`src/shared/usbsc_map.svh`:
```
`ifndef USBSC_MAP_SVH
`define USBSC_MAP_SVH

// Core clock period.
`define USBSC_CLK_NS       8

// Connect qualification (status enable) and disconnect (status disable).
`define USBSC_T_EN_US      20
`define USBSC_T_DIS_US     20
`define USBSC_T_EN_CYC     ((`USBSC_T_EN_US * 1000 + `USBSC_CLK_NS - 1) \
                            / `USBSC_CLK_NS)
`define USBSC_T_DIS_CYC    ((`USBSC_T_DIS_US * 1000 + `USBSC_CLK_NS - 1) \
                            / `USBSC_CLK_NS)

// High speed activity that must persist before compensation is switched on.
`define USBSC_T_HSQ_NS     2500
`define USBSC_T_HSQ_CYC    ((`USBSC_T_HSQ_NS + `USBSC_CLK_NS - 1) \
                            / `USBSC_CLK_NS)

// Supply stable time the board controller honours before release.
`define USBSC_T_STABLE_US  100

// Highest compensated bit rate in high speed mode.
`define USBSC_HS_MBPS      480

// Gain level strap: floating decodes to the top level.
`define USBSC_GAIN_W       2
`define USBSC_GAIN_FLOAT   2'h3

// Synchroniser bit positions.
`define USBSC_SY_W         7
`define USBSC_SY_DP        0
`define USBSC_SY_DM        1
`define USBSC_SY_ACT       2
`define USBSC_SY_DISC      3
`define USBSC_SY_EN        4
`define USBSC_SY_GAIN_LO   5
`define USBSC_SY_GAIN_HI   6

`define USBSC_CNT_W        12
`define USBSC_HQ_W         9

`endif

```
`src/shared/usbsc_pkg.sv`:
```
`include "usbsc_map.svh"

package usbsc_pkg;

   typedef enum logic [2:0] {
      ST_OFF,
      ST_IDLE,
      ST_DEB,
      ST_LS,
      ST_FS,
      ST_HS
   } usbsc_state_t;

   typedef struct packed {
      logic [`USBSC_SY_W-1:0] s1;
      logic [`USBSC_SY_W-1:0] s2;
   } usbsc_sync_t;

   typedef struct packed {
      usbsc_state_t            st;
      logic [`USBSC_CNT_W-1:0] cnt;
      logic [`USBSC_HQ_W-1:0]  hq;
      logic                    cand_ls;
      logic                    pend;
      logic [`USBSC_GAIN_W-1:0] gain;
      logic                    link;
      logic                    hs;
      logic                    eq_en;
      logic                    pass;
   } usbsc_core_t;

endpackage : usbsc_pkg

```
`src/usbsc_core.sv`:
```
`include "usbsc_map.svh"

module usbsc_core (
   input  wire logic                    clock_i,                   // Clock
   input  wire logic                    rst_n_i,                   // Reset
   input  wire logic                    line_dp_i,                 // D+ pin
   input  wire logic                    line_dm_i,                 // D- pin
   input  wire logic                    hs_activity_i,             // HS seen
   input  wire logic                    hs_disconnect_i,           // HS gone
   input  wire logic                    active_low_disable_in_n_i, // Disable
   input  wire logic [`USBSC_GAIN_W-1:0] gain_select_strap_i,      // Strap
   output logic                         connection_detect_out_o,   // Link up
   output logic                         high_speed_active_out_o,   // HS link
   output logic                         eq_enable_o,               // Comp on
   output logic      [`USBSC_GAIN_W-1:0] eq_gain_o,                // Gain
   output logic                         line_pass_o                // Through
);
   import usbsc_pkg::*;

   localparam logic [`USBSC_CNT_W-1:0] EN_LAST  =
      `USBSC_CNT_W'(`USBSC_T_EN_CYC - 1);
   localparam logic [`USBSC_CNT_W-1:0] DIS_LAST =
      `USBSC_CNT_W'(`USBSC_T_DIS_CYC - 1);
   localparam logic [`USBSC_HQ_W-1:0]  HSQ_LAST =
      `USBSC_HQ_W'(`USBSC_T_HSQ_CYC - 1);

   logic [`USBSC_SY_W-1:0]   sy;
   logic                     dp;
   logic                     dm;
   logic                     act;
   logic                     disc;
   logic                     en;
   logic [`USBSC_GAIN_W-1:0] strap;
   usbsc_core_t              q, d;

   usbsc_sync u_sync (
      .clock_i (clock_i),
      .rst_n_i (rst_n_i),
      .async_i ({gain_select_strap_i, active_low_disable_in_n_i,
                 hs_disconnect_i, hs_activity_i, line_dm_i, line_dp_i}),
      .sync_o  (sy)
   );

   assign dp    = sy[`USBSC_SY_DP];
   assign dm    = sy[`USBSC_SY_DM];
   assign act   = sy[`USBSC_SY_ACT];
   assign disc  = sy[`USBSC_SY_DISC];
   assign en    = sy[`USBSC_SY_EN];
   assign strap = sy[`USBSC_SY_GAIN_HI:`USBSC_SY_GAIN_LO];

   // Idle line with the pull-up on D+ means full speed, on D- low speed.
   function automatic logic idle_fs(input logic p, input logic m);
      return p & ~m;
   endfunction : idle_fs

   function automatic logic idle_ls(input logic p, input logic m);
      return ~p & m;
   endfunction : idle_ls

   function automatic logic is_se0(input logic p, input logic m);
      return ~p & ~m;
   endfunction : is_se0

   always_comb begin
      d      = q;
      d.pass = 1'b1;
      unique case (q.st)
         ST_OFF: begin
            d.cnt = '0;
            d.hq  = '0;
            if (en) begin
               d.st = ST_IDLE;
            end
         end
         ST_IDLE: begin
            d.cnt = '0;
            d.hq  = '0;
            if (idle_fs(dp, dm) || idle_ls(dp, dm)) begin
               d.st      = ST_DEB;
               d.cand_ls = idle_ls(dp, dm);
            end
         end
         ST_DEB: begin
            if (q.cand_ls ? idle_ls(dp, dm) : idle_fs(dp, dm)) begin
               if (q.cnt == EN_LAST) begin
                  d.st  = q.cand_ls ? ST_LS : ST_FS;
                  d.cnt = '0;
               end else begin
                  d.cnt = q.cnt + `USBSC_CNT_W'(1);
               end
            end else begin
               d.st = ST_IDLE;
            end
         end
         ST_LS, ST_FS: begin
            // A short SE0 is a reset or end of packet, not a detach.
            if (is_se0(dp, dm) && !act) begin
               if (q.cnt == DIS_LAST) begin
                  d.st = ST_IDLE;
               end else begin
                  d.cnt = q.cnt + `USBSC_CNT_W'(1);
               end
            end else begin
               d.cnt = '0;
            end
            // Only a full speed attach can move up to high speed.
            if (q.st == ST_FS && act) begin
               if (q.hq == HSQ_LAST) begin
                  d.st  = ST_HS;
                  d.cnt = '0;
               end else begin
                  d.hq = q.hq + `USBSC_HQ_W'(1);
               end
            end else begin
               d.hq = '0;
            end
         end
         ST_HS: begin
            if (disc) begin
               d.st = ST_IDLE;
            end
         end
         default: begin
            d.st = ST_OFF;
         end
      endcase

      // Disable overrides every state and arms a fresh strap sample.
      if (!en) begin
         d.st   = ST_OFF;
         d.pend = 1'b1;
      end else if (q.pend) begin
         d.gain = strap;
         d.pend = 1'b0;
      end

      d.link  = (d.st == ST_LS) || (d.st == ST_FS) ||
                (d.st == ST_HS);
      d.hs    = (d.st == ST_HS);
      d.eq_en = (d.st == ST_HS);
   end

   always_ff @(posedge clock_i) begin
      if (!rst_n_i) begin
         q         <= '0;
         q.st      <= ST_OFF;
         q.pend    <= 1'b1;
         q.gain    <= `USBSC_GAIN_FLOAT;
         q.pass    <= 1'b1;
      end else begin
         q <= d;
      end
   end

   assign connection_detect_out_o = q.link;
   assign high_speed_active_out_o = q.hs;
   assign eq_enable_o             = q.eq_en;
   assign eq_gain_o               = q.gain;
   assign line_pass_o             = q.pass;
endmodule : usbsc_core

```
`src/usbsc_sync.sv`:
```
`include "usbsc_map.svh"

module usbsc_sync (
   input  wire logic                    clock_i,   // Core clock
   input  wire logic                    rst_n_i,   // Sync reset, low
   input  wire logic [`USBSC_SY_W-1:0]  async_i,   // Pin levels
   output logic      [`USBSC_SY_W-1:0]  sync_o     // Synchronised levels
);
   import usbsc_pkg::*;

   usbsc_sync_t q, d;

   always_comb begin
      d    = q;
      d.s1 = async_i;
      d.s2 = q.s1;
   end

   // Clearing to zero keeps the enable low until both stages hold pin data.
   always_ff @(posedge clock_i) begin
      if (!rst_n_i) begin
         q <= '0;
      end else begin
         q <= d;
      end
   end

   assign sync_o = q.s2;

endmodule : usbsc_sync

```
`config.mk`:
```
export PLATFORM = sky130hd
export DESIGN_NAME = usbsc_core
export DESIGN_NICKNAME = d
export VERILOG_FILES = /design/src/shared/usbsc_pkg.sv /design/src/usbsc_core.sv /design/src/usbsc_sync.sv
export VERILOG_INCLUDE_DIRS = /design/src /design/src/shared
export SDC_FILE = /design/constraint.sdc
export NUM_CORES = 1
export LEC_CHECK = 0
export BUFFER_PORTS_ARGS = -buffer_cell sky130_fd_sc_hd__clkbuf_2
export CAP_MARGIN = 20
export CORE_MARGIN = 4
export CORE_UTILIZATION = 63
export CTS_CLUSTER_SIZE = 25
export DETAILED_ROUTE_END_ITERATION = 8
export PLACE_DENSITY = 0.83
export SYNTH_ARGS = -nofsm -noshare
export SYNTH_HDL_FRONTEND = slang
export SYNTH_SLANG_ARGS = --single-unit
```
`constraint.sdc`:
```
create_clock -name clock_i -period 6.4 [get_ports clock_i]
set_clock_uncertainty 0.05 [all_clocks]
set_input_delay 1.28 -clock clock_i [delete_from_list [all_inputs] [get_ports clock_i]]
set_output_delay 1.28 -clock clock_i [all_outputs]
set_load 0.05 [all_outputs]
```
==> impl_metrics.tcl, run 1 <==
set metrics [dict create \
    r2r_start "q[22]" \
    hp-class "reg2reg" \
    r2r_end "q[17]" \
    ff2ff_path_depth 7 \
    syn_nets 242 \
    core_area_sq_mm 0.00313 \
    syn_area_per_cell_sq_um 9.28 \
    p_per_area_mw_per_mm2 214 \
    seq_area_sq_um 881 \
    dp_hpwl_um 2540 \
    fp-row-count 20 \
    dr_total_vias 1553 \
    die_y_um 65.7 \
    crit_path_max_fanout 12 \
    criticalPathCategory "reg2reg" \
    cts_tree "done" \
    synth_top_cells_by_area "dfxtp_1 42%, and2_1 4.5%, ha_1 4.2%" \
    endpoint "q[17]" \
    cts_root_buffer "clkbuf_4" \
    port-buffer-count 13 \
    yosysWarnings 0 \
    drv_cap 0 \
    wl_per_cell_um 12.8 \
    io_pins 15 \
    startpoint "q[22]" \
    cts_resized 0 \
    area_growth_syn_to_layout_pct 6.38 \
    yosysUniqueCellTypes 53 \
    p_int_mw 0.370 \
    design_area_sq_mm 0.00223 \
    dpl_cell_area_sq_mm 0.00215 \
    rsz0062_at_grt "false" \
    fin_nets 250 \
    p_switching_mw 0.107 \
    dpl.cell_count 271 \
    ys_ff_latch 44 \
    synth_top_area_cell "dfxtp_1" \
    drc 0 \
    ys_seq_area_share_pct 42.0 \
    layout-drive-gt1-share_pct 14.9 \
    cts_buffer_depth 2 \
    ant_nets 0 \
    path_cells "or4b_4 -> nor3_4 -> inv_1 -> ha_1 -> inv_1 -> a22o_1 -> o211a_1" \
    antenna_cells 0 \
    worstMarginPinSlew_ns 0.879 \
    cp_data_arrival_time_ns 2.59 \
    clkPwrFrac_pct 37.2 \
    ir_drop_v 0.000163 \
    finalWirelength_um 3580 \
    netSwitchingFraction_pct 22.5 \
    antenna_found_initial 0 \
    fin_util_pct 71.4 \
    grt_pass1_wl_um 6400 \
    period_share_pct 37.0 \
    async_reset_ff_share_pct 0 \
    path_clk_slew_ns 0.14 \
    globalRoute.totalOverflow 0 \
    cp-start-kind "flop" \
    die_w_um 65.7 \
    clk_latency_ns 0.37 \
    grt_max_degree 23 \
    seq_power_share_pct 59.0 \
    initial_utilization_pct 67.1 \
    status "completed" \
    vias_per_cell 5.57 \
    relSlewSlack_pct 41.0 \
    drtIter0Drc 98 \
    worst_setup_path_end_kind "flop" \
    path_common_cell "inv_1" \
    slew_violations 0 \
    fmax_mhz 423 \
    gp_congestion 0.883 \
    grt_pass1_vias 1439 \
    setup_violations 0 \
    synth_edf_count 0 \
    cts_buffers 5 \
    fin_cells 279 \
    cpPeakStageDelay_ns 0.55 \
    required_ns 6.62 \
    ctsHtreeMaxLevel 2 \
    hold_buffers 0 \
    period_needed_ns 2.37 \
    cts.sinks 44 \
    syn_area_sq_mm 0.00210 \
    comb_power_share_pct 3.7 \
    multiInputGateArea_sq_mm 0.00111 \
    drt-pass1-iter-count 4 \
    yosysMostFrequentCell "dfxtp_1" \
    r2r_slack_ns 4.03 \
    yosysTopAreaCellShare_pct 42.0 \
    synthCells 226 \
    post-cts-setup-buffer-count 0 \
    ys_top_cells_by_count "44 x dfxtp_1, 22 x nor2_1, 15 x and2_1, 11 x nand3_1" \
    finalSetupTns_ns 0 \
    total_leakage_power_nw 0.792 \
    final.fill_count 248 \
    hold_violations 0 \
    grtUsageTotal_pct 19.7 \
    dieArea_sq_mm 0.00432 \
    synth-main-ff-cell "dfxtp_1" \
    critPathSlowestCell "or4b_4" \
]
[power groups by stage]
stage	clock network (mW)	registers, mW	logic, mW
2_1_floorplan	0	0.287	0.0149
3_3_place_gp	0	0.287	0.0174
3_5_place_dp	0	0.288	0.0178
4_1_cts	0.183	0.282	0.0180
5_1_grt	0.194	0.282	0.0201
6_report	0.178	0.282	0.0177
[worst max-delay path: cells and delay by family (launching register included)]
kind | cells | cell delay, ns
and+or+nand+nor | 2 | 1.07
AOI/OAI and AO/OA | 2 | 0.38
DFF | 1 | 0.37
buffers and inverters | 2 | 0.12
adders and majority gates | 1 | 0.29
[area by class of cell]
class | count | area share [%]
timing repair buffer | 13 | 2.91
clock inverter | 3 | 2.07
clock buffer | 5 | 1.68
multi-input combinational | 160 | 49.7
tap | 44 | 2.47
sequential | 44 | 39.5
inverter | 10 | 1.68
[per-stage QoR]
| step | total power [mW] | setup slack, ns | hold slack [ns] |
|---|---|---|---|
| finish | 0.477 | 4.03 | 0.399 |
| global route | 0.496 | 3.89 | 0.409 |
| CTS | 0.482 | 4.04 | 0.400 |
| detailed placement | 0.305 | 4.06 | 0.369 |
| global placement | 0.305 | 4.10 | 0.364 |
| floorplan | 0.302 | 4.18 | 0.356 |
[cells in the final DEF, fill, tap and decap left out, types with 2 or more instances in the layout]
cell type,n
and3_1,2
nor2_1,22
clkbuf_4,5
a21oi_1,8
nand3_1,11
xnor2_1,7
a221oi_1,2
nand4_1,5
and4_1,2
or3_1,3
o211a_1,2
xor2_1,7
nor4b_1,2
nor3b_1,4
dfxtp_1,44
o21ai_0,9
clkbuf_2,13
nor3_1,5
o211ai_1,3
and2_1,15
inv_1,10
nand3b_1,2
nand2b_1,2
ha_1,7
mux2i_1,2
nor2b_1,4
nand2_1,10
[cells by family after synthesis]
family                     Yosys count  share of synthesized area (%)
AOI/OAI and AO/OA                   37                           13.8
xor gates and xnor gates            14                           5.84
adders and majority gates            7                           4.17
buffers and inverters               22                           5.13
DFF                                 44                           42.0
muxes                                3                           1.49
other                                1                          0.179
and+or+nand+nor                     98                           27.4
[sequential cells by signal, summed over array words and instances (netlist names)]
signal / flops
u_sync.d: 7
connection_detect_out_o: 1
eq_enable_o: 1
q: 26
u_sync.sync_o: 7
eq_gain_o: 2
[routing by layer]
layer,routed length [um],up-vias,GRT usage [%]
met3,237,7,5.30
met1,1640,707,24.5
met4,76,0,11.7
met2,1630,45,30.2
met5,0,-,0
li1,-,794,-
[worst min-delay path by stage]
| stage | endpoint | slack [ns] | depth (start not counted) | start |
|---|---|---|---|---|
| 2_1_floorplan | q[6] | 0.36 | 1 | u_sync.sync_o[4] |
| 3_3_place_gp | u_sync.sync_o[0] | 0.36 | 1 | u_sync.d[0] |
| 3_5_place_dp | u_sync.sync_o[4] | 0.37 | 1 | u_sync.d[4] |
| 4_1_cts | u_sync.sync_o[4] | 0.40 | 1 | u_sync.d[4] |
| 5_1_grt | u_sync.sync_o[4] | 0.41 | 1 | u_sync.d[4] |
| 6_report | u_sync.sync_o[2] | 0.40 | 1 | u_sync.d[2] |
No activity file was read; power rests on OpenSTA's default activity.
==> inputs of run 2 (changes only) <==
--- a/config.mk
+++ b/config.mk
@@ -6,13 +6,14 @@
 export SDC_FILE = /design/constraint.sdc
 export NUM_CORES = 1
 export LEC_CHECK = 0
+export ABC_AREA = 1
 export BUFFER_PORTS_ARGS = -buffer_cell sky130_fd_sc_hd__clkbuf_2
 export CAP_MARGIN = 20
 export CORE_MARGIN = 4
-export CORE_UTILIZATION = 63
+export CORE_UTILIZATION = 54
 export CTS_CLUSTER_SIZE = 25
 export DETAILED_ROUTE_END_ITERATION = 8
-export PLACE_DENSITY = 0.83
+export PLACE_DENSITY = 0.75
 export SYNTH_ARGS = -nofsm -noshare
 export SYNTH_HDL_FRONTEND = slang
 export SYNTH_SLANG_ARGS = --single-unit
==> constraint.sdc (replaced) <==
create_clock -name clock_i -period 2 [get_ports clock_i]
set_clock_uncertainty 0.05 [all_clocks]
set_input_delay 0.4 -clock clock_i [delete_from_list [all_inputs] [get_ports clock_i]]
set_output_delay 0.4 -clock clock_i [all_outputs]
set_load 0.05 [all_outputs]
==> run 2 against run 1 <==
Die area is 25% higher; count of clock-buffer cells in the layout stayed put; core utilization is 10 points lower; combinational power grew to 3.5 times the previous value; setup slack worse by 3.9 ns; flip-flop and latch count stayed put; global-route usage is 3.2 points lower; sequential power grew to 3.2 times the previous value; fmax is 26% higher; critical endpoint unchanged.
==> impl_metrics.tcl, run 2 <==
set metrics [dict create \
    final.fill_count 361 \
    ys_top_cells_by_count "69 x nand2_1, 47 x inv_1, 44 x dfxtp_1, 33 x nor2_1, 21 x nand3_1" \
    drt-pass1-iter-count 4 \
    syn_area_per_cell_sq_um 7.46 \
    area_growth_syn_to_layout_pct 7.60 \
    fp-row-count 23 \
    cts_buffers 5 \
    worst_setup_path_end_kind "flop" \
    antenna_found_initial 0 \
    drtIter0Drc 67 \
    final_common_cell "nand2_1" \
    post-cts-setup-buffer-count 0 \
    finalWirelength_um 3970 \
    grt.met3_usage_pct 4.10 \
    slew_violations 0 \
    period_share_pct 94.2 \
    finalPower_mw 1.54 \
    required_ns 2.18 \
    layout-drive-gt1-share_pct 19.4 \
    die_w_um 73.6 \
    comb_power_share_pct 4.1 \
    total_leakage_power_nw 1.10 \
    wl_per_cell_um 10.6 \
    seq_power_share_pct 58.3 \
    crit_path_max_fanout 6 \
    dpl_cell_area_sq_mm 0.00240 \
    ys_ff_latch 44 \
    core_area_sq_mm 0.00409 \
    ff2ff_path_depth 8 \
    clk_latency_ns 0.31 \
    clkPwrFrac_pct 37.6 \
    drc 0 \
    path_clk_slew_ns 0.09 \
    criticalPathCategory "reg2reg" \
    vias_per_cell 4.90 \
    netSwitchingFraction_pct 24.4 \
    dr_total_vias 1839 \
    synth_edf_count 0 \
    io_pins 15 \
    hp-class "in2reg" \
    syn_area_sq_mm 0.00232 \
    grt_use_met2_pct 27.0 \
    syn_nets 327 \
    postLayoutSetupSlackWorst_ns 0.115 \
    synth_top_area_cell "dfxtp_1" \
    ys_seq_area_share_pct 38.0 \
    largest_reg_flops 26 \
    pre_cts_slack_ns 0.146 \
    cts_resized 0 \
    synthCells 311 \
    grt_pass1_vias 1710 \
    yosysUniqueCellTypes 37 \
    largest-register "q" \
    fmax_mhz 531 \
    hold_buffers 0 \
    final_cell_mix "69 x nand2_1, 47 x inv_1, 44 x dfxtp_1, 33 x nor2_1, 21 x nand3_1" \
    synth_top_cells_by_area "dfxtp_1 38%, nand2_1 11%, inv_1 7.6%" \
    async_reset_ff_share_pct 0 \
    initial_utilization_pct 56.8 \
    globalRoute.totalOverflow 0 \
    synth-main-ff-cell "dfxtp_1" \
    die_y_um 73.6 \
    finalSetupTns_ns 0 \
    p_int_mw 1.17 \
    fin_nets 340 \
    hold_violations 0 \
    yosysMostFrequentCell "nand2_1" \
    cp_data_arrival_time_ns 2.07 \
    ant_nets 0 \
    hold_depth 3 \
    cts.sinks 44 \
    design_area_sq_mm 0.00250 \
    setup_violations 0 \
    period_needed_ns 1.88 \
    yosysTopAreaCellShare_pct 38.0 \
    dieArea_sq_mm 0.00541 \
    cts_tree "done" \
    grtUsageTotal_pct 16.5 \
    top_usage_layer "met2" \
    p_per_area_mw_per_mm2 618 \
    cp-start-kind "flop" \
    status "completed" \
    yosysWarnings 0 \
    gr-usage-met1_pct 20.5 \
    p_switching_mw 0.376 \
    ctsHtreeMaxLevel 2 \
    gp_congestion 0.784 \
    grt_pass1_wl_um 6980 \
    dp_hpwl_um 3120 \
    ir_drop_v 0.000479 \
    rsz0062_at_grt "false" \
    antenna_cells 0 \
    drv_cap 0 \
    cts_root_buffer "clkbuf_8" \
    grt_max_degree 23 \
    cts_buffer_depth 2 \
    port-buffer-count 13 \
]
## run 2: final timing paths
check	slack (ns)	end	start
worst max-delay path	0.12	q[17]	q[17]
worst min-delay path	0.22	u_sync.d[5]	gain_select_strap_i[0]
worst min register to register	0.37	u_sync.sync_o[2]	u_sync.d[2]
worst max register to register	0.12	q[17]	q[17]
## run 2: metal layers
layer	part of all wire, %	up-vias	wire, um
met4	1.7	0	68
met1	46	812	1840
li1	-	992	-
met3	4.2	6	165
met2	48	29	1900
met5	0	-	0
## run 2: kinds of logic (layout without fill, tap and decap cells)
logic type | Yosys count | after routing | synth area share [%]
AOI/OAI and AO/OA | 35 | 35 | 10.8
other | 1 | 1 | 0.162
DFF | 44 | 44 | 38.0
adders and majority gates | 7 | 7 | 3.77
xor gates and xnor gates | 4 | 4 | 1.51
buffers and inverters | 63 | 77 | 11.6
and+or+nand+nor | 157 | 157 | 34.2
## run 2: area by class of cell
| cell class | count | area, sq um | share of cell area (%) |
|---|---|---|---|
| flip-flops and latches | 44 | 881 | 35.3 |
| well taps | 50 | 62.6 | 2.51 |
| clock inverters | 3 | 25.0 | 1.00 |
| inverters | 55 | 216 | 8.67 |
| clock buffers | 5 | 68.8 | 2.76 |
| repair buffers | 14 | 72.6 | 2.91 |
| multi-input cells | 204 | 1170 | 46.9 |
## run 2: critical path: stages (launching register included)
cell     delay [ns]
dfxtp_1        0.39
ha_1           0.25
inv_1          0.06
nor2_1         0.30
nand2_4        0.14
ha_1           0.29
o21ai_0        0.15
nand2_1        0.07
a21oi_1        0.12
## run 2: power groups by stage
| stage | logic [mW] | clock network [mW] | registers, mW |
|---|---|---|---|
| floorplan | 0.0511 | 0 | 0.919 |
| global placement | 0.0623 | 0 | 0.920 |
| detailed placement | 0.0638 | 0 | 0.920 |
| CTS | 0.0640 | 0.597 | 0.900 |
| global route | 0.0712 | 0.632 | 0.902 |
| finish | 0.0628 | 0.580 | 0.900 |
## run 2: metrics by stage
| step | hold slack, ns | util [%] | instances |
|---|---|---|---|
| 4_1_cts | 0.210 | 61.1 | 375 |
| 5_1_grt | 0.236 | 61.1 | 375 |
| 3_5_place_dp | 0.349 | 58.8 | 367 |
| 6_report | 0.220 | 61.1 | 375 |
| 2_1_floorplan | 0.340 | - | 311 |
| 3_3_place_gp | 0.342 | 58.8 | 367 |
